==> src/verilog/jpmc_pkg.sv <==
// Purpose: Shared constants and types for the jack power mode controller.
// Assumes: 10 MHz reference clock.
// Notes: Policy codes sit in the two low bits of the self-enable policy field.
package jpmc_pkg;

	// ************************************************
	// Self-enable policy
	// ************************************************
	localparam logic [7:0] POLICY_REG_ADDR = 8'h1E;
	localparam int POLICY_LSB = 0;
	localparam logic [1:0] POLICY_USER = 2'h0;
	localparam logic [1:0] POLICY_AFTER_RUN = 2'h1;
	localparam logic [1:0] POLICY_IMMEDIATE = 2'h2;

	// ************************************************
	// Timing
	// ************************************************
	localparam int CLK_HZ = 10000000;
	localparam int STEP_TIME_US = 1000;
	localparam int STEP_CYCLES = CLK_HZ / 1000000 * STEP_TIME_US;

	// ************************************************
	// Volume and reset values
	// ************************************************
	localparam int VOL_W = 6;
	localparam logic [5:0] VOL_RESET = 6'h00;

	typedef enum logic [1:0] {
		JPMC_DETECTION,
		JPMC_NORMAL,
		JPMC_STANDBY
	} jpmc_mode_e;

endpackage

==> src/verilog/jpmc_det_if.sv <==
`timescale 1ns/1ps
// Purpose: Carries the configuration-detection handshake between the controller and detector.
// Assumes: One clock domain.
// Notes: start is a one-cycle pulse; done is a one-cycle pulse.
interface jpmc_det_if;
	logic start;
	logic clear;
	logic done;
	logic [4:0] found;

	modport ctrl (output start, output clear, input done, input found);
	modport det (input start, input clear, output done, output found);
endinterface

==> src/verilog/jpmc_top.sv <==
// Purpose: Power mode sequencer for a headset jack audio interface.
// Assumes: Control bits arrive from a register block on the same clock; jack pins are async.
// Notes: Flag clears are one-cycle pulses; a set in the same cycle wins.
`timescale 1ns/1ps
module jpmc_top #(
	parameter int DET_CYCLES = 16 // Detection test duration
) (
	input wire logic i_ref_clk, // 10 MHz clock
	input wire logic i_arst_n, // Async reset, active low
	input wire logic i_run_bit, // Run bit (register domain)
	input wire logic i_det_reset, // Detection reset bit
	input wire logic [7:0] i_policy_reg, // Register 0x1E contents
	input wire logic i_jack_pin, // Jack switch, async
	input wire logic i_key_pin, // Hook switch comparator, async
	input wire logic [4:0] i_sense_pins, // Load sense, async
	input wire logic [4:0] i_host_enables, // Host enables: mic bias, preamp, ks, left, right
	input wire logic [5:0] i_volume, // Volume code
	input wire logic i_mute, // Volume mute bits
	input wire logic i_ramp_disable_bit, // Disables slewing
	input wire logic [4:0] i_irq_en, // inserted, switch, done, key, ramp
	input wire logic [4:0] i_flag_clr, // Clear pulses, same order
	output logic [1:0] o_mode, // Power mode
	output logic [4:0] o_flags, // inserted, switch, done, key, ramp
	output logic o_irq, // Interrupt request
	output logic [4:0] o_found, // mic, line_l, line_r, hp_l, hp_r
	output logic o_mic_bias_en, // Mic bias enable
	output logic o_preamp_en, // Mic preamp enable
	output logic o_key_sense_en, // Key decoder enable
	output logic o_left_amp_enable, // Left amp enable
	output logic o_right_amp_enable, // Right amp enable
	output logic o_weak_pullup_en, // Weak mic pullup
	output logic o_plug_test_en, // Plug-in test signal
	output logic [5:0] o_level, // Applied volume
	output logic o_amp_mute // Amplifier mute
);
	localparam int F_INS = 0;
	localparam int F_SW = 1;
	localparam int F_DONE = 2;
	localparam int F_KEY = 3;
	localparam int F_RAMP = 4;

	// ************************************************
	// Input synchronisers
	// ************************************************
	logic [6:0] sync1_q;
	logic [6:0] sync2_q;
	always_ff @(posedge i_ref_clk or negedge i_arst_n) begin
		if (!i_arst_n) begin
			sync1_q <= 7'h00;
			sync2_q <= 7'h00;
		end else begin
			sync1_q <= {i_sense_pins, i_key_pin, i_jack_pin};
			sync2_q <= sync1_q;
		end
	end
	logic jack_s;
	logic key_s;
	assign jack_s = sync2_q[0];
	assign key_s = sync2_q[1];

	// ************************************************
	// Edge and policy decode
	// ************************************************
	logic run_q;
	logic rst_q;
	logic jack_q;
	logic key_q;
	always_ff @(posedge i_ref_clk or negedge i_arst_n) begin
		if (!i_arst_n) begin
			run_q <= 1'b0;
			rst_q <= 1'b0;
			jack_q <= 1'b0;
			key_q <= 1'b0;
		end else begin
			run_q <= i_run_bit;
			rst_q <= i_det_reset;
			jack_q <= jack_s;
			key_q <= key_s;
		end
	end
	logic run_rise;
	logic run_fall;
	logic rst_fall;
	logic jack_rise;
	logic key_rise;
	assign run_rise = i_run_bit && !run_q;
	assign run_fall = !i_run_bit && run_q;
	assign rst_fall = !i_det_reset && rst_q;
	assign jack_rise = jack_s && !jack_q;
	assign key_rise = key_s && !key_q;

	logic [1:0] policy;
	assign policy = i_policy_reg[jpmc_pkg::POLICY_LSB +: 2];
	logic self_en;
	assign self_en = (policy == jpmc_pkg::POLICY_AFTER_RUN) ||
		(policy == jpmc_pkg::POLICY_IMMEDIATE);

	// ************************************************
	// Detector
	// ************************************************
	jpmc_det_if det_bus ();
	jpmc_detector #(.DET_CYCLES(DET_CYCLES)) u_det (
		.i_ref_clk(i_ref_clk),
		.i_arst_n(i_arst_n),
		.i_sense(sync2_q[6:2]),
		.det(det_bus.det)
	);

	// ************************************************
	// Mode sequencer
	// ************************************************
	jpmc_pkg::jpmc_mode_e mode_q;
	logic inserted_q;
	logic detected_q;
	logic pending_q;
	logic key_wake_q;
	logic start_c;
	logic clear_c;

	// Detection is launched by insertion under policy 2 and by the run edge otherwise
	always_comb begin
		start_c = 1'b0;
		if (!i_det_reset && !pending_q && !detected_q) begin
			if (policy == jpmc_pkg::POLICY_IMMEDIATE) begin
				start_c = jack_rise || (inserted_q && rst_fall);
			end else begin
				start_c = inserted_q && run_rise;
			end
		end
	end
	assign clear_c = i_det_reset || !jack_s;
	assign det_bus.start = start_c;
	assign det_bus.clear = clear_c;

	always_ff @(posedge i_ref_clk or negedge i_arst_n) begin
		if (!i_arst_n) begin
			mode_q <= jpmc_pkg::JPMC_DETECTION;
			inserted_q <= 1'b0;
			detected_q <= 1'b0;
			pending_q <= 1'b0;
			key_wake_q <= 1'b0;
		end else begin
			inserted_q <= jack_s;
			if (clear_c) begin
				mode_q <= jpmc_pkg::JPMC_DETECTION;
				detected_q <= 1'b0;
				pending_q <= 1'b0;
				key_wake_q <= 1'b0;
			end else begin
				if (start_c) begin
					pending_q <= 1'b1;
				end
				if (det_bus.done) begin
					pending_q <= 1'b0;
					detected_q <= 1'b1;
				end
				case (mode_q)
					jpmc_pkg::JPMC_DETECTION: begin
						if (det_bus.done) begin
							mode_q <= i_run_bit ? jpmc_pkg::JPMC_NORMAL
								: jpmc_pkg::JPMC_STANDBY;
						end else if (detected_q && run_rise) begin
							mode_q <= jpmc_pkg::JPMC_NORMAL;
						end
					end
					jpmc_pkg::JPMC_NORMAL: begin
						if (run_fall) begin
							mode_q <= jpmc_pkg::JPMC_STANDBY;
						end
					end
					jpmc_pkg::JPMC_STANDBY: begin
						if (detected_q && key_rise) begin
							key_wake_q <= 1'b1;
						end
						if (key_wake_q && run_rise) begin
							mode_q <= jpmc_pkg::JPMC_DETECTION;
							key_wake_q <= 1'b0;
						end else if (run_rise && detected_q) begin
							mode_q <= jpmc_pkg::JPMC_NORMAL;
						end
					end
					default: mode_q <= jpmc_pkg::JPMC_DETECTION;
				endcase
			end
		end
	end

	// ************************************************
	// Block enables
	// ************************************************
	logic [4:0] found;
	logic [4:0] auto_en;
	logic [4:0] en_q;
	assign found = det_bus.found;
	assign auto_en = {found[2] | found[4], found[1] | found[3], found[0], found[0], found[0]};

	always_ff @(posedge i_ref_clk or negedge i_arst_n) begin
		if (!i_arst_n) begin
			en_q <= 5'h00;
		end else if (!self_en) begin
			en_q <= i_host_enables;
		end else if (!detected_q) begin
			en_q <= 5'h00;
		end else begin
			en_q <= auto_en;
		end
	end

	logic in_standby;
	assign in_standby = (mode_q == jpmc_pkg::JPMC_STANDBY);
	// Amps stay dark outside normal mode, so policy 2 standby holds them off
	logic amps_on;
	assign amps_on = (mode_q == jpmc_pkg::JPMC_NORMAL);

	always_ff @(posedge i_ref_clk or negedge i_arst_n) begin
		if (!i_arst_n) begin
			o_mic_bias_en <= 1'b0;
			o_preamp_en <= 1'b0;
			o_key_sense_en <= 1'b0;
			o_left_amp_enable <= 1'b0;
			o_right_amp_enable <= 1'b0;
			o_weak_pullup_en <= 1'b0;
			o_plug_test_en <= 1'b0;
		end else begin
			o_mic_bias_en <= en_q[0] && amps_on;
			o_preamp_en <= en_q[1] && amps_on;
			o_key_sense_en <= (en_q[2] && amps_on) || (in_standby && detected_q);
			o_left_amp_enable <= en_q[3] && amps_on;
			o_right_amp_enable <= en_q[4] && amps_on;
			o_weak_pullup_en <= in_standby && detected_q;
			o_plug_test_en <= !i_det_reset;
		end
	end

	// ************************************************
	// Volume ramp
	// ************************************************
	logic [15:0] tick_cnt_q;
	logic tick;
	always_ff @(posedge i_ref_clk or negedge i_arst_n) begin
		if (!i_arst_n) begin
			tick_cnt_q <= 16'h0000;
		end else if (tick) begin
			tick_cnt_q <= 16'h0000;
		end else begin
			tick_cnt_q <= tick_cnt_q + 16'h0001;
		end
	end
	assign tick = (tick_cnt_q == 16'(jpmc_pkg::STEP_CYCLES - 1));

	logic [5:0] target;
	logic ramp_done;
	assign target = i_mute ? jpmc_pkg::VOL_RESET : i_volume;
	jpmc_ramp #(.W(jpmc_pkg::VOL_W)) u_ramp (
		.i_ref_clk(i_ref_clk),
		.i_arst_n(i_arst_n),
		.i_tick(tick),
		.i_slew_off(i_ramp_disable_bit),
		.i_target(target),
		.o_level(o_level),
		.o_done(ramp_done)
	);

	always_ff @(posedge i_ref_clk or negedge i_arst_n) begin
		if (!i_arst_n) begin
			o_amp_mute <= 1'b1;
		end else begin
			// With slewing off the mute must not wait for the level register
			o_amp_mute <= (o_level == jpmc_pkg::VOL_RESET) || !amps_on ||
				(i_ramp_disable_bit && target == jpmc_pkg::VOL_RESET);
		end
	end

	// ************************************************
	// Status flags and interrupt
	// ************************************************
	logic [4:0] flag_set;
	assign flag_set = {ramp_done, (in_standby && detected_q && key_rise), det_bus.done,
		jack_rise, jack_rise};

	always_ff @(posedge i_ref_clk or negedge i_arst_n) begin
		if (!i_arst_n) begin
			o_flags <= 5'h00;
		end else begin
			o_flags <= flag_set | (o_flags & ~i_flag_clr);
		end
	end

	assign o_irq = |(o_flags & i_irq_en);
	assign o_mode = mode_q;
	assign o_found = found;
endmodule // jpmc_top

==> src/verilog/jpmc_detector.sv <==
`timescale 1ns/1ps
// Purpose: Latches the load configuration sensed by the analog tests.
// Assumes: i_sense comes from synchronised analog comparators.
// Notes: found bits are mic, line_l, line_r, hp_l, hp_r.
module jpmc_detector #(
	parameter int DET_CYCLES = 16 // Settling time of the tests
) (
	input wire logic i_ref_clk, // Clock
	input wire logic i_arst_n, // Async reset
	input wire logic [4:0] i_sense, // Sensed loads
	jpmc_det_if.det det // Handshake
);
	initial begin
		if (DET_CYCLES < 1 || DET_CYCLES > 65535) begin
			$error("DET_CYCLES out of range");
		end
	end

	logic [15:0] cnt_q;
	logic busy_q;
	logic done_q;
	logic [4:0] found_q;

	always_ff @(posedge i_ref_clk or negedge i_arst_n) begin
		if (!i_arst_n) begin
			cnt_q <= 16'h0000;
			busy_q <= 1'b0;
			done_q <= 1'b0;
			found_q <= 5'h00;
		end else begin
			done_q <= 1'b0;
			if (det.clear) begin
				busy_q <= 1'b0;
				found_q <= 5'h00;
			end else if (det.start) begin
				busy_q <= 1'b1;
				cnt_q <= 16'(DET_CYCLES - 1);
			end else if (busy_q) begin
				if (cnt_q == 16'h0000) begin
					busy_q <= 1'b0;
					done_q <= 1'b1;
					found_q <= i_sense;
				end else begin
					cnt_q <= cnt_q - 16'h0001;
				end
			end
		end
	end

	assign det.done = done_q;
	assign det.found = found_q;
endmodule // jpmc_detector

==> src/verilog/jpmc_ramp.sv <==
`timescale 1ns/1ps
// Purpose: Slews the applied volume toward the target one step per tick.
// Assumes: i_tick is a one-cycle enable.
// Notes: With slewing off the target is applied at once.
module jpmc_ramp #(
	parameter int W = jpmc_pkg::VOL_W // Volume code width
) (
	input wire logic i_ref_clk, // Clock
	input wire logic i_arst_n, // Async reset
	input wire logic i_tick, // Step enable
	input wire logic i_slew_off, // Ramp disable
	input wire logic [W-1:0] i_target, // Target code
	output logic [W-1:0] o_level, // Applied code
	output logic o_done // Slew finished pulse
);
	initial begin
		if (W < 1 || W > 16) begin
			$error("W out of range");
		end
	end

	logic [W-1:0] lvl_q;
	logic done_q;
	logic moving_q;

	always_ff @(posedge i_ref_clk or negedge i_arst_n) begin
		if (!i_arst_n) begin
			lvl_q <= '0;
			done_q <= 1'b0;
			moving_q <= 1'b0;
		end else begin
			done_q <= 1'b0;
			if (i_slew_off) begin
				lvl_q <= i_target;
				moving_q <= 1'b0;
			end else if (lvl_q != i_target) begin
				moving_q <= 1'b1;
				if (i_tick) begin
					lvl_q <= (lvl_q < i_target) ? lvl_q + 1'b1 : lvl_q - 1'b1;
				end
			end else if (moving_q) begin
				moving_q <= 1'b0;
				done_q <= 1'b1;
			end
		end
	end

	assign o_level = lvl_q;
	assign o_done = done_q;
endmodule // jpmc_ramp

==> config.mk <==
export PLATFORM = sky130hd
export DESIGN_NAME = jpmc_top
export DESIGN_NICKNAME = d
export VERILOG_FILES = /design/src/verilog/jpmc_pkg.sv /design/src/verilog/jpmc_det_if.sv /design/src/verilog/jpmc_top.sv /design/src/verilog/jpmc_detector.sv /design/src/verilog/jpmc_ramp.sv
export SDC_FILE = /design/constraint.sdc
export NUM_CORES = 1
export LEC_CHECK = 0
export BUFFER_PORTS_ARGS = -buffer_cell sky130_fd_sc_hd__buf_2
export CORE_MARGIN = 8
export CORE_UTILIZATION = 51
export DETAILED_ROUTE_END_ITERATION = 7
export MAX_ROUTING_LAYER = met4
export PLACE_DENSITY_LB_ADDON = 0.08
export SLEW_MARGIN = 20
export SYNTH_ARGS = -nofsm -noshare
export SYNTH_HDL_FRONTEND = slang
export SYNTH_HIERARCHICAL = 1
export SYNTH_SLANG_ARGS = --single-unit
==> constraint.sdc <==
create_clock -name i_ref_clk -period 2.5 [get_ports i_ref_clk]
set_clock_uncertainty 0.05 [all_clocks]
set_input_delay 0.125 -clock i_ref_clk [delete_from_list [all_inputs] [get_ports i_ref_clk]]
set_output_delay 0.125 -clock i_ref_clk [all_outputs]
set_load 0.01 [all_outputs]
==> run metrics, run 1 <==
outcome=complete, but fails checks; violated checks=negative setup slack; dpl ws=-356 ps; slowest stage delay, CP=420 ps; commonest non-fill, non-tap cells in the layout=dfrtp_1, buf_2, buf_4, nand2_1, nor2_1; GR Util All Layers=17.5%; CTS tree=done; most used flip-flop cell after synthesis=dfrtp_1; Area Growth Syn to Fin=33.4%; Die X=106 µm; PortBufs=62; largest net degree at the start of global routing=38; Post-Place Cells=586; core box area=8010 µm²; fin nets=577; cell breakdown of the critical path=ha_4, a21oi_2, nand2_1, a211o_4, ha_4, a211oi_4, o21bai_1, a21oi_2, xor2_1, or3_1, a31oi_1; Final setup viols=2; total gr overflow=0; 1st-pass router iterations=4; CTS HTree Levels=3; number of global-route vias before repair=3336; Hold Path Stages=2; fraction of layout cells with a size suffix above 1=31.9%; DRC viols=0; mapped cell area=4130 µm²; worst slew pin tran=696 ps; Final ANT Viol Nets=0; VDD IR max=0.419 mV; fin crit period=2610 ps; fraction of registers with async set/reset=100%; Clock Sinks=88; PwrDens=645 nW/µm²; GPL Wtd Cong=0.886; critical path arrival=2840 ps; final period utilization=104%; FF-to-FF path depth=11; site row count=33; Crit. End Element=flip-flop; Max Cap Viol=0; syn nets=445; Util after Layout=68.7%; Final Hold Fails=0; worst hold path type=input pin to flip-flop; CTS Buf Count=9; Die Area=11200 µm²; worst rel slew slack=53.2%; Seq/Total Area, Yosys=53.4%; Total Wirelength=9590 µm; Synth Warn #=6; CTS clock-pin slew for the worst setup and hold paths=90 ps; initial antenna violation count=0; Hold Path Origin=i_ramp_disable_bit; fmax=384 MHz; startpoint class of the critical path=flip-flop; Post-synth EDFFs=0; CP max stage cell=dfrtp_1; Initial DRC Count=128; Final WS setup=-107 ps; Antenna diodes=0; critical path data required time=2740 ps; synthesized netlist cell count=389; drt wl/cell=15.2 µm; setup tns final=-149 ps; average footprint of a synthesized cell=10.6 µm²; synth unique cells=62; reg2reg setup slack=-110 ps; unrepaired setup endpoints after global routing=true; IO Count=69; P_leak=0.00261 µW; Seq cells post-synth=88; vias per inst=5.37; most common cell after layout, fill and taps aside=dfrtp_1; Bufs on Longest Clock Path=2; WS Path Type=flip-flop to flip-flop; Reg-to-Reg Start=u_ramp/o_level[4]; Vias=3391; Final Max Tran Viols=0; Initial Util=51.5%; reg2reg end=u_ramp/o_level[5]; CTS root buf=clkbuf_8; CP Max Fanout=5; clk_lat worst skew=360 ps; Detail Placement HPWL=6730 µm; Vert. Die Dim=106 µm; Finished Layout Cells=631; first-pass GRT wire length=15700 µm; Hold Path End=u_ramp/moving_q
## logic make-up after synthesis
| kind of cell | synth area share (%) |
|---|---|
| adders and majority gates | 4.43 |
| DFF | 53.4 |
| buffers and inverters | 3.31 |
| AOI/OAI and AO/OA | 12.4 |
| and+or+nand+nor | 20.4 |
| muxes | 2.18 |
| xor gates and xnor gates | 3.82 |
## cell type report
cell class | count | area [µm²]
Clock inverter | 6 | 67.6
Timing Repair Buffer | 131 | 893
Sequential cell | 88 | 2210
Fill cell | 626 | 2510
Tap cell | 105 | 131
Inverter | 23 | 86.3
Multi-Input combinational cell | 268 | 1990
Clock buffer | 10 | 128
## critical path, delay by kind of cell (launching register included)
| family | cells | cell delay [ps] |
|---|---|---|
| compound gates | 6 | 1120 |
| fa+ha+maj | 2 | 480 |
| flops | 1 | 420 |
| simple gates | 2 | 390 |
| xor+xnor | 1 | 80 |
## cells in the mapped netlist, types with 6 or more instances
library cell | n | share of area (%)
a21oi_1 | 18 | 2.2
dfrtp_1 | 87 | 53
ha_1 | 13 | 3.9
inv_1 | 23 | 2.1
mux2i_1 | 9 | 2.2
nand2_1 | 34 | 3.1
nand2b_1 | 10 | 1.5
nand3_1 | 6 | 0.73
nand4_1 | 11 | 1.7
nor2_1 | 26 | 2.4
nor2b_1 | 8 | 1.2
nor3_1 | 12 | 1.5
o21ai_0 | 21 | 2.5
xnor2_1 | 10 | 2.1
xor2_1 | 8 | 1.7
## state kept, by name, indices dropped and copies added (netlist names), 2 cells and up
signal           count
tick_cnt_q          16
u_det/cnt_q         16
sync1_q              7
sync2_q              7
u_ramp/o_level       6
en_q                 5
o_flags              5
u_det/det.found      5
o_mode               2
## power breakdown
group / internal, µW / switching [µW] / total (µW)
logic: 467 / 506 / 973
registers: 1510 / 69.0 / 1570
clock network: 468 / 535 / 1000
## metrics by stage
| step | area, µm² | hold slack, ps | total power, µW |
|---|---|---|---|
| CTS | 5360 | 36.9 | 3440 |
| finish | 5500 | 35.3 | 3550 |
| global route | 5500 | 58.7 | 3730 |
| detailed placement | 4890 | 60.6 | 2390 |
| global placement | 4890 | 64.5 | 2370 |
| floorplan | 4180 | -221 | 2060 |
## repair_timing
action                                 in CTS  in global routing
pin swaps                                   6                 11
hold buffers                               20                  0
setup endpoints to repair                   5                 22
cloned                                      0                  0
gates resized for setup                     5                 24
endpoints found under the hold margin      54                  0
setup buffers                               4                  5
## worst max-delay path by stage
stage / depth (start not counted) / slack (ps) / endpoint / from
final: 11 / -110 / u_ramp/o_level[5] / u_ramp/o_level[4]
after global placement: 14 / -260 / u_ramp/o_level[5] / i_mute
after CTS: 11 / -80 / u_ramp/o_level[5] / u_ramp/o_level[4]
after global routing: 11 / -230 / u_ramp/o_level[5] / u_ramp/o_level[4]
after detailed placement: 14 / -360 / u_ramp/o_level[5] / i_mute
after floorplan: 11 / -130 / u_ramp/o_level[5] / u_ramp/o_level[5]
## metal layers
layer	vias up	routed length, µm	GRT usage [%]
met5	-	0	-
met4	0	181	7.04
met3	17	541	4.54
met2	80	4520	26.4
met1	1645	4350	22.0
li1	1649	-	-
Power figures use the tool's default switching activity.
==> inputs of run 2 (changes only) <==
--- a/config.mk
+++ b/config.mk
@@ -11,6 +11,7 @@
 export DETAILED_ROUTE_END_ITERATION = 7
 export MAX_ROUTING_LAYER = met4
 export PLACE_DENSITY_LB_ADDON = 0.08
+export RECOVER_POWER = 100
 export SLEW_MARGIN = 20
 export SYNTH_ARGS = -nofsm -noshare
 export SYNTH_HDL_FRONTEND = slang
==> run 2 against run 1 <==
Compared with the run above: cell area down 1.1%; via count up 0.12%; the run ends with max-capacitance violations, max-slew violations, negative setup slack left; flip-flop and latch count unchanged; largest cell class unchanged; count of clock-buffer cells in the layout unchanged; highest routed layer unchanged; register-to-register slack about the same; worst hold slack better by 9.3 ps; combinational power down 0.5%; utilization down 0.78 points; total power down 0.28%.
==> run metrics, run 2 (synthesis gave the netlist of run 1 again) <==
outcome=complete, but fails checks; violated checks=max-capacitance violations, max-slew violations, negative setup slack; Crit. End Element=flip-flop; Final Hold Fails=0 (unchanged); Initial DRC Count=154 (+20%); startpoint class of the critical path=flip-flop; Die X=106 µm (unchanged); Final Max Tran Viols=37 (+37); fmax=383 MHz (about the same); drt wl/cell=15.2 µm (+0.23%); DRC viols=0 (unchanged); FF-to-FF path depth=11 (unchanged); Bufs on Longest Clock Path=2 (unchanged); Reg-to-Reg Start=u_ramp/o_level[4]; Sw Pwr=1110 µW (-0.14%); GR Util All Layers=17.5% (unchanged); CP endpoint=u_ramp/o_level[5]; CTS root buf=clkbuf_8; Max Cap Viol=1 (+1); vias per inst=5.38 (+0.12%); critical path data required time=2730 ps (about the same); Hold Slack=44.6 ps (+9.33 ps); Area Growth Syn to Fin=31.8%; instance count on the critical path=11 (unchanged); unrepaired setup endpoints after global routing=true; Final WS setup=-108 ps (-1.44 ps); Hold Path Origin=i_ramp_disable_bit; WS Path Type=flip-flop to flip-flop; CP Launch Point=u_ramp/o_level[4]; Clock Sinks=88 (unchanged); Seq pwr share=44.5% (about the same); site row count=33 (unchanged); Final ANT Viol Nets=0 (unchanged); Sw Share=31.3% (+0.046 points); Finished Layout Cells=631 (unchanged); Post-Place Cells=586 (unchanged); first-pass GRT wire length=15700 µm (unchanged); commonest non-fill, non-tap cells in the layout=dfrtp_1, buf_4, clkbuf_1, buf_2, nand2_1; core box area=8010 µm² (unchanged); DP Area=4890 µm² (unchanged); worst hold path type=input pin to flip-flop; total gr overflow=0 (unchanged); fin nets=577 (unchanged); Initial Util=51.5% (unchanged); IO Count=69 (unchanged); Antenna diodes=0 (unchanged); fraction of layout cells with a size suffix above 1=25.5% (-6.5 points); Clock power frac=28.2% (about the same); combinational fraction of design power=27.3% (about the same); P_int=2430 µW (-0.35%); CP max stage cell=dfrtp_1; 1st-pass router iterations=4 (unchanged); CTS tree=done; CTS Buf Count=9 (unchanged); largest net degree at the start of global routing=38 (unchanged); Detail Placement HPWL=6730 µm (unchanged); GPL Wtd Cong=0.886 (unchanged); setup tns final=-148 ps (+0.947 ps); Vert. Die Dim=106 µm (unchanged); PortBufs=62 (unchanged); VDD IR max=0.416 mV (-0.57%); cell breakdown of the critical path=ha_4, a21oi_2, nand2_1, a211o_4, ha_4, a211oi_4, o21bai_1, a21oi_2, xor2_1, or3_1, a31oi_1; Vias=3395 (+0.12%); most common cell after layout, fill and taps aside=dfrtp_1; CP Max Fanout=5 (unchanged); reg2reg setup slack=-110 ps (about the same); CTS clock-pin slew for the worst setup and hold paths=90 ps (about the same); worst slew pin tran=1950 ps (+1250 ps); CP bufs+invs=0 (unchanged); Final setup viols=2 (unchanged); initial antenna violation count=0 (unchanged); slowest stage delay, CP=420 ps (about the same); number of global-route vias before repair=3336 (unchanged); worst rel slew slack=-29.8% (-83 points); P_leak=0.00248 µW (-5.1%); cell family with most CP delay=compound AO/OA/AOI/OAI gates; critical path arrival=2840 ps (about the same); final period utilization=104% (about the same); Total Wirelength=9620 µm (+0.23%); clk_lat worst skew=360 ps (about the same); Die Area=11200 µm² (unchanged); PwrDens=651 nW/µm² (+0.86%); fin crit period=2610 ps (+1.44 ps); reg2reg end=u_ramp/o_level[5]; Largest regs=tick_cnt_q x16, u_det/cnt_q x16; Post-Layout Inst Area=5440 µm² (-1.1%); CTS HTree Levels=3 (unchanged)
run 2: changes by cell type in the layout (fill, tap and decap cells not counted):
cell and delta:
clkbuf_4 +1, o21ai_1 -1, o311ai_1 -1, and2_1 -2, o21ai_0 +1, and2_0 +2
clkbuf_1 +34, o311ai_0 +1, buf_4 -9, buf_2 -26
run 2: per-stage QoR:
| stage | setup slack (ps) | power [µW] | util, % |
|---|---|---|---|
| after floorplan | -129 | 2060 | - |
| after global placement | -261 | 2370 | 61.1 |
| after detailed placement | -356 | 2390 | 61.1 |
| after CTS | -79.4 | 3440 | 66.9 |
| after global routing | -229 | 3720 | 67.9 |
| final | -108 | 3540 | 67.9 |
run 2: timing repair:
| item | CTS | global route |
|---|---|---|
| hold buffers | 20 | 0 |
| hold endpoints to repair | 54 | 0 |
| pin swaps | 6 | 11 |
| setup buffers | 4 | 5 |
| endpoints found under the setup margin | 5 | 22 |
| gates resized for setup | 5 | 24 |
run 2: power by group through the flow:
stage | registers (µW) | logic, µW | clock network [µW]
after floorplan | 1590 | 471 | 0
after global placement | 1590 | 777 | 0
after detailed placement | 1600 | 794 | 0
after CTS | 1570 | 849 | 1020
after global routing | 1590 | 1060 | 1070
final | 1570 | 968 | 998
run 2: how the worst min path moves through the flow:
stage | end | slack (ps) | cells after the start
after floorplan | detected_q | -220 | 0
after global placement | sync2_q[1] | 60 | 1
after detailed placement | key_q | 60 | 1
after CTS | u_ramp/moving_q | 40 | 2
after global routing | u_ramp/moving_q | 60 | 2
final | u_ramp/moving_q | 40 | 2
run 2: area by class of cell:
class	count	area [µm²]
Timing Repair Buffer	131	831
Fill cell	643	2570
Tap cell	105	131
Clock inverter	6	67.6
Multi-Input combinational cell	268	1990
Inverter	23	86.3
Clock buffer	10	128
Sequential cell	88	2210
run 2: per-layer routing:
| layer | vias up | track usage (%) | part of all wire [%] |
|---|---|---|---|
| met5 | - | - | 0 |
| met4 | 0 | 7.04 | 1.6 |
| met3 | 15 | 4.54 | 5.3 |
| met2 | 93 | 26.4 | 47 |
| met1 | 1642 | 22.0 | 46 |
| li1 | 1645 | - | - |
